File: src/logic/supervisor_pkg.sv
package supervisor_pkg;
   // Clock rate in kHz
   localparam int unsigned CLK_KHZ          = 50000;
   // Hold time after supply recovery or watchdog bite, in ms
   localparam int unsigned HOLD_MS          = 250;
   localparam int unsigned HOLD_CYCLES      = HOLD_MS * CLK_KHZ;
   // Watchdog periods in ms
   localparam int unsigned WDT_SHORT_MS     = 200;
   localparam int unsigned WDT_MID_MS       = 600;
   localparam int unsigned WDT_LONG_MS      = 1400;
   localparam int unsigned WDT_SHORT_CYCLES = WDT_SHORT_MS * CLK_KHZ;
   localparam int unsigned WDT_MID_CYCLES   = WDT_MID_MS * CLK_KHZ;
   localparam int unsigned WDT_LONG_CYCLES  = WDT_LONG_MS * CLK_KHZ;
   // Period select encodings
   localparam logic [1:0] SEL_LONG          = 2'h0;
   localparam logic [1:0] SEL_MID           = 2'h1;
   localparam logic [1:0] SEL_SHORT         = 2'h2;
   localparam logic [1:0] SEL_OFF           = 2'h3;
   localparam logic [1:0] SEL_RESET         = 2'h3;
   localparam int unsigned CNT_W            = 32;

   // Bus line pair after synchronisation
   typedef struct packed {
      logic scl;
      logic sda;
   } bus_lines_s;

   typedef enum logic [2:0] {
      ST_HOLD  = 3'h1,
      ST_RUN   = 3'h2,
      ST_BITE  = 3'h4
   } sup_state_e;
endpackage : supervisor_pkg

File: src/logic/supply_supervisor_watchdog.sv
// Behaviour
// - Reset active while supply below threshold
// - Release after configurable hold above threshold
// - Power-up asserts reset for hold period
// - Reset stays asserted as supply collapses
// - Watchdog expiry asserts reset when enabled
// - Start then stop restarts watchdog
// - Periods 200ms, 600ms, 1.4s or off
// - Period select kept in nonvolatile storage
// - Lock pin high refuses period change
// - Open-drain reset, polarity per variant
// - Data line monitored continuously, never gated
// - Select 00/01/10/11 = 1.4s/600ms/200ms/off
// - Start/stop are SDA edges while SCL high
`timescale 1ns/1ps
`default_nettype none
module supply_supervisor_watchdog #(
   parameter int unsigned HOLD_CNT  = supervisor_pkg::HOLD_CYCLES,
   parameter int unsigned WDT_SHORT = supervisor_pkg::WDT_SHORT_CYCLES,
   parameter int unsigned WDT_MID   = supervisor_pkg::WDT_MID_CYCLES,
   parameter int unsigned WDT_LONG  = supervisor_pkg::WDT_LONG_CYCLES,
   parameter bit          RST_HIGH  = 1'b0
) (
   // Clock and reset
   input  wire logic       mclk_in,
   input  wire logic       rst_n_in,
   // Supply comparator: high when supply is above the trip threshold
   input  wire logic       supply_ok_in,
   // Bus lines, sampled only
   input  wire logic       scl_in,
   input  wire logic       sda_in,
   // Setting lock pin and period-select update request
   input  wire logic       lock_in,
   input  wire logic       sel_wr_in,
   input  wire logic [1:0] sel_val_in,
   // Open-drain reset pin
   output logic            sys_rst_out,
   output logic            sys_rst_oe_out,
   // Current period select
   output logic [1:0]      period_sel_out
);
   import supervisor_pkg::*;

   // Two-stage synchronisers for all pins
   bus_lines_s  sync1_q, sync2_q, prev_q;
   logic [2:0]  pin1_q, pin2_q;
   logic [1:0]  val1_q, val2_q;
   always_ff @(posedge mclk_in or negedge rst_n_in) begin
      if (!rst_n_in) begin
         sync1_q <= '{scl: 1'b1, sda: 1'b1};
         sync2_q <= '{scl: 1'b1, sda: 1'b1};
         prev_q  <= '{scl: 1'b1, sda: 1'b1};
         pin1_q  <= 3'h0;
         pin2_q  <= 3'h0;
         val1_q  <= 2'h0;
         val2_q  <= 2'h0;
      end else begin
         sync1_q <= '{scl: scl_in, sda: sda_in};
         sync2_q <= sync1_q;
         prev_q  <= sync2_q;
         pin1_q  <= {supply_ok_in, lock_in, sel_wr_in};
         pin2_q  <= pin1_q;
         val1_q  <= sel_val_in;
         val2_q  <= val1_q;
      end
   end

   wire logic supply_ok = pin2_q[2];
   wire logic lock      = pin2_q[1];
   wire logic sel_wr    = pin2_q[0];
   wire logic [1:0] sel_val = val2_q;

   // Data line watched at all times, no gating
   wire logic start_seen = prev_q.scl & sync2_q.scl & prev_q.sda & ~sync2_q.sda;
   wire logic stop_seen  = prev_q.scl & sync2_q.scl & ~prev_q.sda & sync2_q.sda;

   // Start arms, following stop restarts the count
   logic armed_q;
   always_ff @(posedge mclk_in or negedge rst_n_in) begin
      if (!rst_n_in)       armed_q <= 1'b0;
      else if (start_seen) armed_q <= 1'b1;
      else if (stop_seen)  armed_q <= 1'b0;
   end
   wire logic kick = armed_q & stop_seen;

   // Period select retained; register models the nonvolatile cell
   // Factory setting only at first power; the reset pin must not clear it
   logic [1:0] sel_q = SEL_RESET;
   always_ff @(posedge mclk_in) begin
      if (sel_wr && !lock) sel_q <= sel_val;
   end
   // Value and strobe share one sync latency; still hold the value while strobe is up

   function automatic logic [CNT_W-1:0] limit_of(input logic [1:0] s);
      case (s)
         SEL_LONG:  limit_of = CNT_W'(WDT_LONG);
         SEL_MID:   limit_of = CNT_W'(WDT_MID);
         SEL_SHORT: limit_of = CNT_W'(WDT_SHORT);
         default:   limit_of = '0;
      endcase
   endfunction
   wire logic [CNT_W-1:0] wdt_limit = limit_of(sel_q);
   wire logic             wdt_on    = (sel_q != SEL_OFF);

   // Supervisor state machine
   sup_state_e         st_q, st_d;
   logic [CNT_W-1:0]   cnt_q, cnt_d;
   wire logic hold_done = (cnt_q >= CNT_W'(HOLD_CNT - 1));
   wire logic wdt_done  = wdt_on && (cnt_q >= wdt_limit - CNT_W'(1));

   always_comb begin
      st_d  = st_q;
      cnt_d = cnt_q + CNT_W'(1);
      case (st_q)
         // Hold count restarts while supply low
         ST_HOLD: begin
            if (!supply_ok) begin
               cnt_d = '0;
            end else if (hold_done) begin
               st_d  = ST_RUN;
               cnt_d = '0;
            end
         end
         // Expiry bites; host kicks keep it quiet
         ST_RUN: begin
            if (!supply_ok) begin
               st_d  = ST_HOLD;
               cnt_d = '0;
            end else if (kick || !wdt_on) begin
               cnt_d = '0;
            end else if (wdt_done) begin
               st_d  = ST_BITE;
               cnt_d = '0;
            end
         end
         // Bite holds reset for the power-up time
         ST_BITE: begin
            if (!supply_ok) begin
               st_d  = ST_HOLD;
               cnt_d = '0;
            end else if (hold_done) begin
               st_d  = ST_RUN;
               cnt_d = '0;
            end
         end
         default: begin
            st_d  = ST_HOLD;
            cnt_d = '0;
         end
      endcase
   end

   // Reset starts in hold state at power-up
   always_ff @(posedge mclk_in or negedge rst_n_in) begin
      if (!rst_n_in) begin
         st_q  <= ST_HOLD;
         cnt_q <= '0;
      end else begin
         st_q  <= st_d;
         cnt_q <= cnt_d;
      end
   end

   // Asserted from reset and whenever the next state is not run; low supply forces hold
   wire logic rst_active_d = (st_d != ST_RUN);

   // Open drain: active-low variant pulls low, active-high releases to pull-up
   always_ff @(posedge mclk_in or negedge rst_n_in) begin
      if (!rst_n_in) begin
         sys_rst_out    <= 1'b0;
         sys_rst_oe_out <= !RST_HIGH;
      end else begin
         sys_rst_out    <= 1'b0;
         sys_rst_oe_out <= RST_HIGH ? !rst_active_d : rst_active_d;
      end
   end

   // Select copy has no reset, so a power cycle shows the retained value
   always_ff @(posedge mclk_in) begin
      period_sel_out <= sel_q;
   end

   wire logic rst_asserted = RST_HIGH ? !sys_rst_oe_out : sys_rst_oe_out;
endmodule : supply_supervisor_watchdog
`default_nettype wire

File: config.mk
export PLATFORM = sky130hd
export DESIGN_NAME = supply_supervisor_watchdog
export DESIGN_NICKNAME = d
export VERILOG_FILES = /design/src/logic/supervisor_pkg.sv /design/src/logic/supply_supervisor_watchdog.sv
export SDC_FILE = /design/constraint.sdc
export NUM_CORES = 1
export LEC_CHECK = 0
export ABC_AREA = 1
export BUFFER_PORTS_ARGS = -buffer_cell sky130_fd_sc_hd__buf_4
export CAP_MARGIN = 20
export CORE_MARGIN = 2
export CORE_UTILIZATION = 30
export DETAILED_ROUTE_END_ITERATION = 7
export SLEW_MARGIN = 20
export SYNTH_ARGS = -nofsm -noshare
export SYNTH_HDL_FRONTEND = slang
export SYNTH_SLANG_ARGS = --single-unit
File: constraint.sdc
create_clock -name mclk_in -period 3.24 [get_ports mclk_in]
set_clock_uncertainty 0.15 [all_clocks]
set_input_delay 0.162 -clock mclk_in [delete_from_list [all_inputs] [get_ports mclk_in]]
set_output_delay 0.162 -clock mclk_in [all_outputs]
set_load 0.03 [all_outputs]
== After elaboration in Yosys (flattened, before gate mapping) ==
Cells that the tools add are included.

* Register bits after elaboration: 57
* Input port bits: 9
* Output and inout port bits: 4
* Word-level logic and storage cells: 59

* Add/sub/neg operators: 2
* Order comparisons: 2
* Equality and inequality tests: 7
* Multiplexer cells: 16
* Bitwise logic cells: 8
* Reduce and logical (&&, ||, !) cells: 8

{| class="wikitable"
|+ Operator list
! cell !! number
|-
| 32-bit two-way mux || 5
|-
| 27-bit one-hot mux with 3 select lines || 1
|-
| 32-bit one-hot mux with 2 select lines || 1
|-
| 32-bit by 1-bit adder with 32-bit output, second input constant || 1
|-
| 32-bit by 24-bit greater-or-equal comparator with 1-bit output, second input constant || 1
|-
| 32-bit greater-or-equal comparator || 1
|-
| 32-bit by 1-bit subtractor with 32-bit output, second input constant || 1
|-
| 3-bit two-way mux || 6
|-
| 3-bit one-hot mux with 3 select lines || 1
|-
| 1-bit bitwise AND || 6
|-
| 3-bit by 1-bit == test with 1-bit output, second input constant || 1
|-
| 3-bit by 2-bit == test with 1-bit output, second input constant || 1
|-
| 3-bit == test, second input constant || 1
|-
| 3-bit by 2-bit inequality test with 1-bit output, second input constant || 1
|-
| 2-bit by 1-bit == test with 1-bit output, second input constant || 1
|-
| 2-bit == test, second input constant || 1
|-
| 1-bit logical AND || 2
|-
| 1-bit logical NOT || 2
|-
| 2-bit logical NOT || 1
|-
| 1-bit two-way mux || 2
|-
| 2-bit inequality test, second input constant || 1
|-
| 1-bit NOT || 2
|-
| 2-bit nonzero test || 1
|-
| 2-bit OR reduction || 1
|-
| 1-bit logical OR || 1
|}

== Logic depth before layout (Yosys ltp) ==
Gate-level depths: netlist of run 1.

* Depth in word-level cells: 10
* Gate-level depth with buffers: 15
* Mapped depth without buffers: 15

== Worst setup path before layout of run 1 ==
OpenSTA, ideal clock, no wires.

* Path kind: register to register
* Start point: register sel_q[0]
* End point: register cnt_q[29]
* Arrival: 2.095 ns
* Path slack: 0.924 ns
* Cell stages (with the launch flop): 14
* Buffers on the path: 1
* Clock period less this slack: 2.316 ns
* Cells stage by stage: edfxtp_1 inv_1 ha_1 ha_1 a21oi_1 nand2_1 nand2_1 nand2_1 a21oi_1 nand3_1 nand2_2 inv_4 buf_6 nor2_1

* Word-level cells in the longest chain between the ends: 9
* Elaborated cells on any way between the ends: 14

{| class="wikitable"
|+ Ends and longest elaborated chain
! element !! line !! RTL
|-
| start: declaration || supply_supervisor_watchdog.sv:88 || <nowiki>logic [1:0] sel_q = SEL_RESET;</nowiki>
|-
| start signal: assignment || supply_supervisor_watchdog.sv:90 || <nowiki>if (sel_wr && !lock) sel_q <= sel_val;</nowiki>
|-
| 2-bit == test, or another cell as far along || supply_supervisor_watchdog.sv:95 || <nowiki>case (s)</nowiki>
|-
| 27-bit one-hot mux with 3 select lines || supply_supervisor_watchdog.sv:95 ||
|-
| 32-bit by 1-bit subtractor with 32-bit output || supply_supervisor_watchdog.sv:109 || <nowiki>wire logic wdt_done = wdt_on && (cnt_q >= wdt_limit - CNT_W'(1));</nowiki>
|-
| 32-bit greater-or-equal comparator || supply_supervisor_watchdog.sv:109 ||
|-
| 1-bit logical AND || supply_supervisor_watchdog.sv:109 ||
|-
| 32-bit two-way mux || supply_supervisor_watchdog.sv:131 || <nowiki>end else if (wdt_done) begin</nowiki>
|-
| 32-bit two-way mux * || supply_supervisor_watchdog.sv:129 || <nowiki>end else if (kick || !wdt_on) begin</nowiki>
|-
| 32-bit two-way mux * || supply_supervisor_watchdog.sv:126 || <nowiki>if (!supply_ok) begin</nowiki>
|-
| 32-bit one-hot mux with 2 select lines * || supply_supervisor_watchdog.sv:114 || <nowiki>case (st_q)</nowiki>
|-
| net cnt_d[29] || supply_supervisor_watchdog.sv:107 || <nowiki>logic [CNT_W-1:0] cnt_q, cnt_d;</nowiki>
|-
| end signal: assignment || supply_supervisor_watchdog.sv:160 || <nowiki>cnt_q <= cnt_d;</nowiki>
|-
| end: declaration || supply_supervisor_watchdog.sv:107 ||
|}

The timed path passes the listed nets; every way through them passes the cells marked *.
A chain may end at the register's enable or synchronous reset.

== Worst setup path in the final report of run 1 ==
Same ends and word-level chain as after synthesis.

==> summary.txt, run 1 <==
Outcome
  – Status: completed

Setup path
  – Critical Path End Type: register
  – WP buf/inv: 2
  – Data required, critical path: 3290 ps
  – Worst-path cell chain: inv_1, ha_1, ha_1, nand3_1, nor2_1, nand4_1, nor2_1, nand2_1, nand3_1, nand2_2, inv_4, nor2_1
  – Critical Path Slowest Stage Cell: edfxtp_1
  – Most used cell, CP: nor2_1
  – Largest delay contributor family on the critical path: simple AND/OR/NAND/NOR gates
  – Critical Path Source Type: register
  – Arr. time, crit path: around 2800 ps
  – Setup Crit Path Kind: register to register
  – Critical path's largest stage delay: 450 ps
  – Largest fanout on the critical path: 30
  – Slack of the worst reg-to-reg path: 470 ps

Final layout
  – Final layout net count: 504
  – Layout-stage area growth over the synthesis result: 17.3%
  – Final instance count without filler cells: 612
  – Antenna diode instance count: 0
  – Non-Filler Cell Area, Final: 4120 sq um
  – Fraction of final layout cells with drive strength greater than 1: 14.1%

Yosys
  – Ys async rst share: 93.0%
  – Netlist cell types: 37
  – Dominant register cell in the synthesized netlist: dfrtp_1
  – Mean Syn Cell Area: 8.01 sq um
  – Count of flip-flops with a built-in enable after synthesis: 2
  – Number of synthesis warnings: 0
  – Simple-Gate Fraction of Synth Area: 32.5%
  – Proportion of synthesized area in mux cells: 0%
  – Fraction of the mapped netlist area in compound gates: 3.24%
  – Post-synthesis net count: ~480
  – Number of standard cells after synthesis: about 440
  – Adder-cell area share of the yosys netlist: 11.0%
  – Synth top area share: approximately 32%
  – XOR/XNOR share of the synthesized area: 5.23%
  – Post-Synthesis Cell Area: 3510 sq um
  – Largest area contributor in the synthesized netlist: dfrtp_1
  – Biggest area contributors in the synthesized netlist: dfrtp_1 (32%), ha_1 (11%), nand2_1 (11%)
  – Cell with the most instances after synthesis: nand2_1
  – Flops & latches, synth: between 50 and 60
  – Top post-synthesis cells by count: nand2_1 (100), nor2_1 (63), inv_1 (49), dfrtp_1 (45), ha_1 (31)
  – Sequential area share after synthesis: 40.9%
  – Largest family of logic cells by synthesized area: simple AND/OR/NAND/NOR gates

Timing
  – Worst Hold Slack: 192 ps
  – Number of setup violations in the final report: 0
  – Max Clk Rate: between 300 and 400 MHz
  – Share of the cycle needed by the critical path after routing: 85.6%
  – Number of hold-slack violations in the final timing report: 0
  – Crit path time final: between 2000 and 3000 ps
  – Headroom to the max-slew limit: a little under three fifths
  – Transition at the pin with the smallest max-transition slack: 665 ps
  – Sum of negative setup slack: 0 ps
  – RSZ-0062 raised after global routing: no
  – Count of pins over their slew limit: 0
  – Setup ws final: about 470 ps

GRT
  – GRT Util Overall: 14.1%
  – Vias in the first global route: 3000
  – Pin count of the biggest net entering global routing: 54
  – Number of antenna violations at the first check in global routing: 0
  – Wire length of the first global-routing pass: 14300 microns
  – Residual overflow from global routing: 0

Power and ir drop
  – Proportion of power drawn by combinational gates: under 10%
  – Maximum vdd ir drop: 0.000382 V
  – Cell Pwr Density: 434 nW/um^2
  – Leakage Power: 0.00185 uW
  – P_sw: approximately 390 uW
  – Flop pwr share: about two fifths
  – Internal cell power: 1400 uW
  – Switching Share: 21.6%
  – Clock group share of total power: 54.7%

Die
  – Site Rows: 39
  – Die Y-Extent: 112 microns
  – Die Outline Area: about 13000 sq um
  – Die width: 112 microns
  – Effective utilization at floorplan: between 30% and 40%
  – I/O pin cnt: 13
  – Core Region: ~11000 sq um

Routing
  – Vias after detailed routing: roughly 2900
  – Residual DRC: 0
  – Routed wire per std cell: ~13 microns
  – WL final: 8030 microns
  – Routed Antenna Nets: 0
  – Mean number of vias per cell: 4.71
  – Drt first-iter violations: 165
  – Router iterations before antenna repair: 4

Clock tree
  – Cell at the root of the clock tree: clkbuf_16
  – Resized Gates After CTS: 0
  – Clock slew at the register clock pins of the worst setup and hold paths: 60 ps
  – Deepest clock path buffer count: 2
  – Hold bufs inserted after CTS: 8
  – Clock latency on the worst-skew pair: 330 ps
  – CTS Sinks: 57
  – Post-CTS setup buffers: 0
  – Clock H-tree levels: 3
  – Num CTS Buffers: 9
  – Clock tree from TritonCTS: done

Placement
  – Final weighted congestion in routability-driven placement: between 0.8 and 0.9
  – Detailed Place HPWL: 6090 microns
  – Setup WS pre-CTS: 437 ps
  – Buffers added on ports: 11
  – Placed instance area: 3730 sq um
  – Placed instance count: about 590

Run
  – MaxCap Viol Count: 0

Worst hold path
  – Path category of the worst min-delay check: register to register
==> logic make-up (layout without fill, tap and decap cells) <==
| family | Yosys count | in the layout |
|---|---|---|
| buf+inv | 57 | 87 |
| xor+xnor | 21 | 21 |
| compound gates | 21 | 21 |
| flops | 57 | 57 |
| fa+ha+maj | 31 | 31 |
| other cells | 1 | 1 |
| simple gates | 251 | 251 |
==> stage by stage <==
stage | total power (uW) | utilization [%]
6_report | 1790 | 36.1
3_3_place_gp | 813 | 32.6
4_1_cts | 1810 | 36.1
3_5_place_dp | 816 | 32.6
5_1_grt | 1860 | 36.1
2_1_floorplan | 789 | -
==> path summary, 6_finish.rpt <==
path,startpoint,depth (start not counted),to
setup / recovery,sel_q[0],12,cnt_q[29]
hold / removal,pin1_q[1],0,pin2_q[1]
setup reg to reg,sel_q[0],12,cnt_q[29]
hold reg to reg,pin1_q[1],0,pin2_q[1]
max in group asynchronous,rst_n_in,2,cnt_q[21]
min in group asynchronous,rst_n_in,2,cnt_q[0]
==> final cells by class <==
| cell class | instances | area [sq um] |
|---|---|---|
| inverters | 52 | 198 |
| repair buffers | 19 | 163 |
| fillers | 1215 | 7300 |
| well taps | 143 | 179 |
| flip-flops and latches | 57 | 1440 |
| multi-input cells | 325 | 1830 |
| clock inverters | 5 | 62.6 |
| clock buffers | 11 | 254 |
==> power groups by stage <==
| stage | clock (uW) | sequential, uW | combinational [uW] |
|---|---|---|---|
| 2_1_floorplan | 0 | 755 | 33.9 |
| 3_3_place_gp | 0 | 757 | 55.6 |
| 3_5_place_dp | 0 | 758 | 57.7 |
| 4_1_cts | 1000 | 746 | 65.5 |
| 5_1_grt | 1040 | 747 | 73.9 |
| 6_report | 978 | 746 | 63.6 |
==> layer usage <==
layer  up-vias  part of all wire (%)  global-route usage, %  routed length [microns]
met2        63                    44                   21.6                     3500
met3        21                   4.8                   3.62                      387
met4         0                   2.5                   4.88                      201
met1      1339                    49                   19.5                     3940
met5         -                     0                      0                        0
li1       1460                     -                      -                        -
==> state kept, by name (all words and copies together) (netlist names) <==
| signal | flops |
|---|---|
| armed_q | 1 |
| cnt_q | 32 |
| period_sel_out | 2 |
| pin1_q | 3 |
| pin2_q | 3 |
| prev_q | 2 |
| sel_q | 2 |
| sel_val | 2 |
| st_q | 3 |
| sync1_q | 2 |
| sync2_q | 2 |
| sys_rst_oe_out | 1 |
| val1_q | 2 |
==> placed cells by master (no fill, tap or decap), types with 5 or more instances in the layout <==
master	count
clkbuf_16	10
nor2_1	63
a21oi_1	10
xor2_1	14
nand3_1	25
dfrtp_1	45
nand2_1	100
nand4_1	13
nor3_1	16
xnor2_1	7
nand2_2	5
o21ai_0	7
dfstp_2	8
inv_1	49
buf_4	11
dlygate4sd3_1	8
ha_1	31
nor2_2	17
==> worst register-to-register path, stage by stage, from the launching register on <==
cell,delay (ps)
edfxtp_1,450
inv_1,280
ha_1,360
ha_1,340
nand3_1,80
nor2_1,130
nand4_1,120
nor2_1,100
nand2_1,70
nand3_1,80
nand2_2,80
inv_4,290
nor2_1,110
Note: power is estimated with default switching activity, not from simulation.
==> run 2: changes to the inputs <==
Settings changed: CTS_BUF_LIST set to sky130_fd_sc_hd__clkbuf_8, CTS_CLUSTER_DIAMETER set to 60.
==> summary.txt, run 2 (synthesis results as in run 1) <==
Timing
  – Number of setup violations in the final report: 0
  – Count of pins over their slew limit: 0
  – RSZ-0062 raised after global routing: no
  – Max Clk Rate: 360 MHz
  – Transition at the pin with the smallest max-transition slack: 674 ps
  – Share of the cycle needed by the critical path after routing: 85.6%
  – Crit path time final: 2770 ps
  – Sum of negative setup slack: 0 ps
  – Number of hold-slack violations in the final timing report: 0
  – Headroom to the max-slew limit: 55.1%

Routing
  – Vias after detailed routing: 2874
  – Mean number of vias per cell: 4.70
  – WL final: 8060 microns
  – Routed wire per std cell: 13.2 microns
  – Residual DRC: 0
  – Drt first-iter violations: 146
  – Routed Antenna Nets: 0
  – Router iterations before antenna repair: 4

Final layout
  – Final layout net count: between 500 and 600
  – Layout-stage area growth over the synthesis result: 14.6%
  – Leading cell type in the layout, fill and taps excluded: nand2_1
  – Max reg flops: 32
  – Fraction of final layout cells with drive strength greater than 1: approximately 14%
  – Antenna diode instance count: 0
  – Utilization after layout: 35.3%
  – Commonest cells after routing, fill and taps aside: nand2_1 (100), nor2_1 (63), inv_1 (50), dfrtp_1 (45), ha_1 (31)
  – Most flops, register: cnt_q

Power and ir drop
  – Maximum vdd ir drop: 0.000274 V
  – Flop pwr share: about half
  – Switching Share: 23.1%
  – P_sw: 357 uW
  – Internal cell power: 1190 uW
  – Leakage Power: 0.00181 uW
  – Cell Pwr Density: around 380 nW/um^2
  – Clock group share of total power: a little under half
  – Proportion of power drawn by combinational gates: 4.1%

Clock tree
  – Clock latency on the worst-skew pair: 350 ps
  – CTS Sinks: 57
  – Resized Gates After CTS: 0
  – Clock tree from TritonCTS: done
  – Num CTS Buffers: 9
  – Post-CTS setup buffers: 0
  – Clock slew at the register clock pins of the worst setup and hold paths: 80 ps
  – Deepest clock path buffer count: 2
  – Clock H-tree levels: 3
  – Cell at the root of the clock tree: clkbuf_8

Die
  – Die Outline Area: approximately 13000 sq um
  – Effective utilization at floorplan: 30.8%
  – Die Y-Extent: roughly 110 microns
  – Site Rows: 39
  – I/O pin cnt: 13
  – Die width: 112 microns
  – Core Region: 11400 sq um

Setup path
  – Largest fanout on the critical path: 30
  – Arr. time, crit path: 2840 ps
  – Setup Crit Path Kind: register to register
  – Slack of the worst reg-to-reg path: 470 ps
  – Critical Path Source Type: register
  – Critical Path End Type: register
  – Data required, critical path: 3310 ps

Outcome
  – Status: completed

GRT
  – Residual overflow from global routing: 0
  – Vias in the first global route: 2998
  – GRT Util Overall: 14.0%
  – Pin count of the biggest net entering global routing: 54
  – Number of antenna violations at the first check in global routing: 0
  – Wire length of the first global-routing pass: 14200 microns

Worst hold path
  – Path category of the worst min-delay check: register to register

Placement
  – Buffers added on ports: 11
  – Detailed Place HPWL: 6090 microns
  – Final weighted congestion in routability-driven placement: 0.846

Run
  – MaxCap Viol Count: 0
==> run 2: cell count changes in the layout (fill, tap and decap cells not counted) <==
cell | before | now
inv_1 | 49 | 50
bufinv_16 | 1 | 2
clkbuf_1 | 1 | 0
clkbuf_16 | 10 | 0
clkbuf_8 | 0 | 9
==> run 2: stage by stage <==
stage / hold WS (ps) / cell area [sq um] / power, uW / instances / setup slack [ps]
3_5_place_dp: 102 / 3730 / 816 / 588 / 437
5_1_grt: 193 / 4030 / 1620 / 612 / 204
6_report: 191 / 4030 / 1550 / 612 / 466
2_1_floorplan: -284 / 3510 / 789 / 439 / 924
4_1_cts: 197 / 4030 / 1560 / 612 / 426
3_3_place_gp: 89.6 / 3730 / 813 / 588 / 497
==> run 2: repair_timing <==
item                                    in CTS  in global routing
endpoints found under the hold margin       52                  0
endpoints found under the setup margin       0                  0
hold buffers                                 8                  0
==> run 2: power groups by stage <==
stage / sequential (uW) / clock, uW / combinational (uW)
final: 744 / 738 / 63.7
after global routing: 746 / 796 / 74.0
after CTS: 745 / 754 / 65.6
after detailed placement: 758 / 0 / 57.7
after global placement: 757 / 0 / 55.6
after floorplan: 755 / 0 / 33.9
==> run 2: path summary, 6_finish.rpt <==
path,cells past startpoint,endpoint,from
setup / recovery,13,cnt_q[29],sel_q[0]
hold / removal,0,pin2_q[1],pin1_q[1]
setup reg to reg,13,cnt_q[29],sel_q[0]
hold reg to reg,0,pin2_q[1],pin1_q[1]
max in group asynchronous,2,cnt_q[30],rst_n_in
min in group asynchronous,2,cnt_q[0],rst_n_in
==> run 2: metal layers <==
layer,routed length [microns],track usage (%)
met5,0,0
met4,182,4.88
met3,399,3.51
met2,3490,21.4
met1,3990,19.4
==> run 2: worst max-delay path, stage by stage, from the launching register on <==
cell	delay, ps
edfxtp_1	450
inv_1	280
ha_1	360
ha_1	320
nand2_1	70
nor2_1	120
and2_1	130
nand2_1	50
nand3_1	80
nand2_1	70
nand3_1	80
nand2_2	80
inv_4	310
nor2_1	90
==> run 2: layout make-up <==
type / count / area (sq um)
fill: 1241 / 7390
clock buffer: 9 / 124
timing repair buffer: 19 / 163
sequential: 57 / 1440
multi-input combinational: 325 / 1830
clock inverter: 7 / 96.3
tap: 143 / 179
inverter: 52 / 198
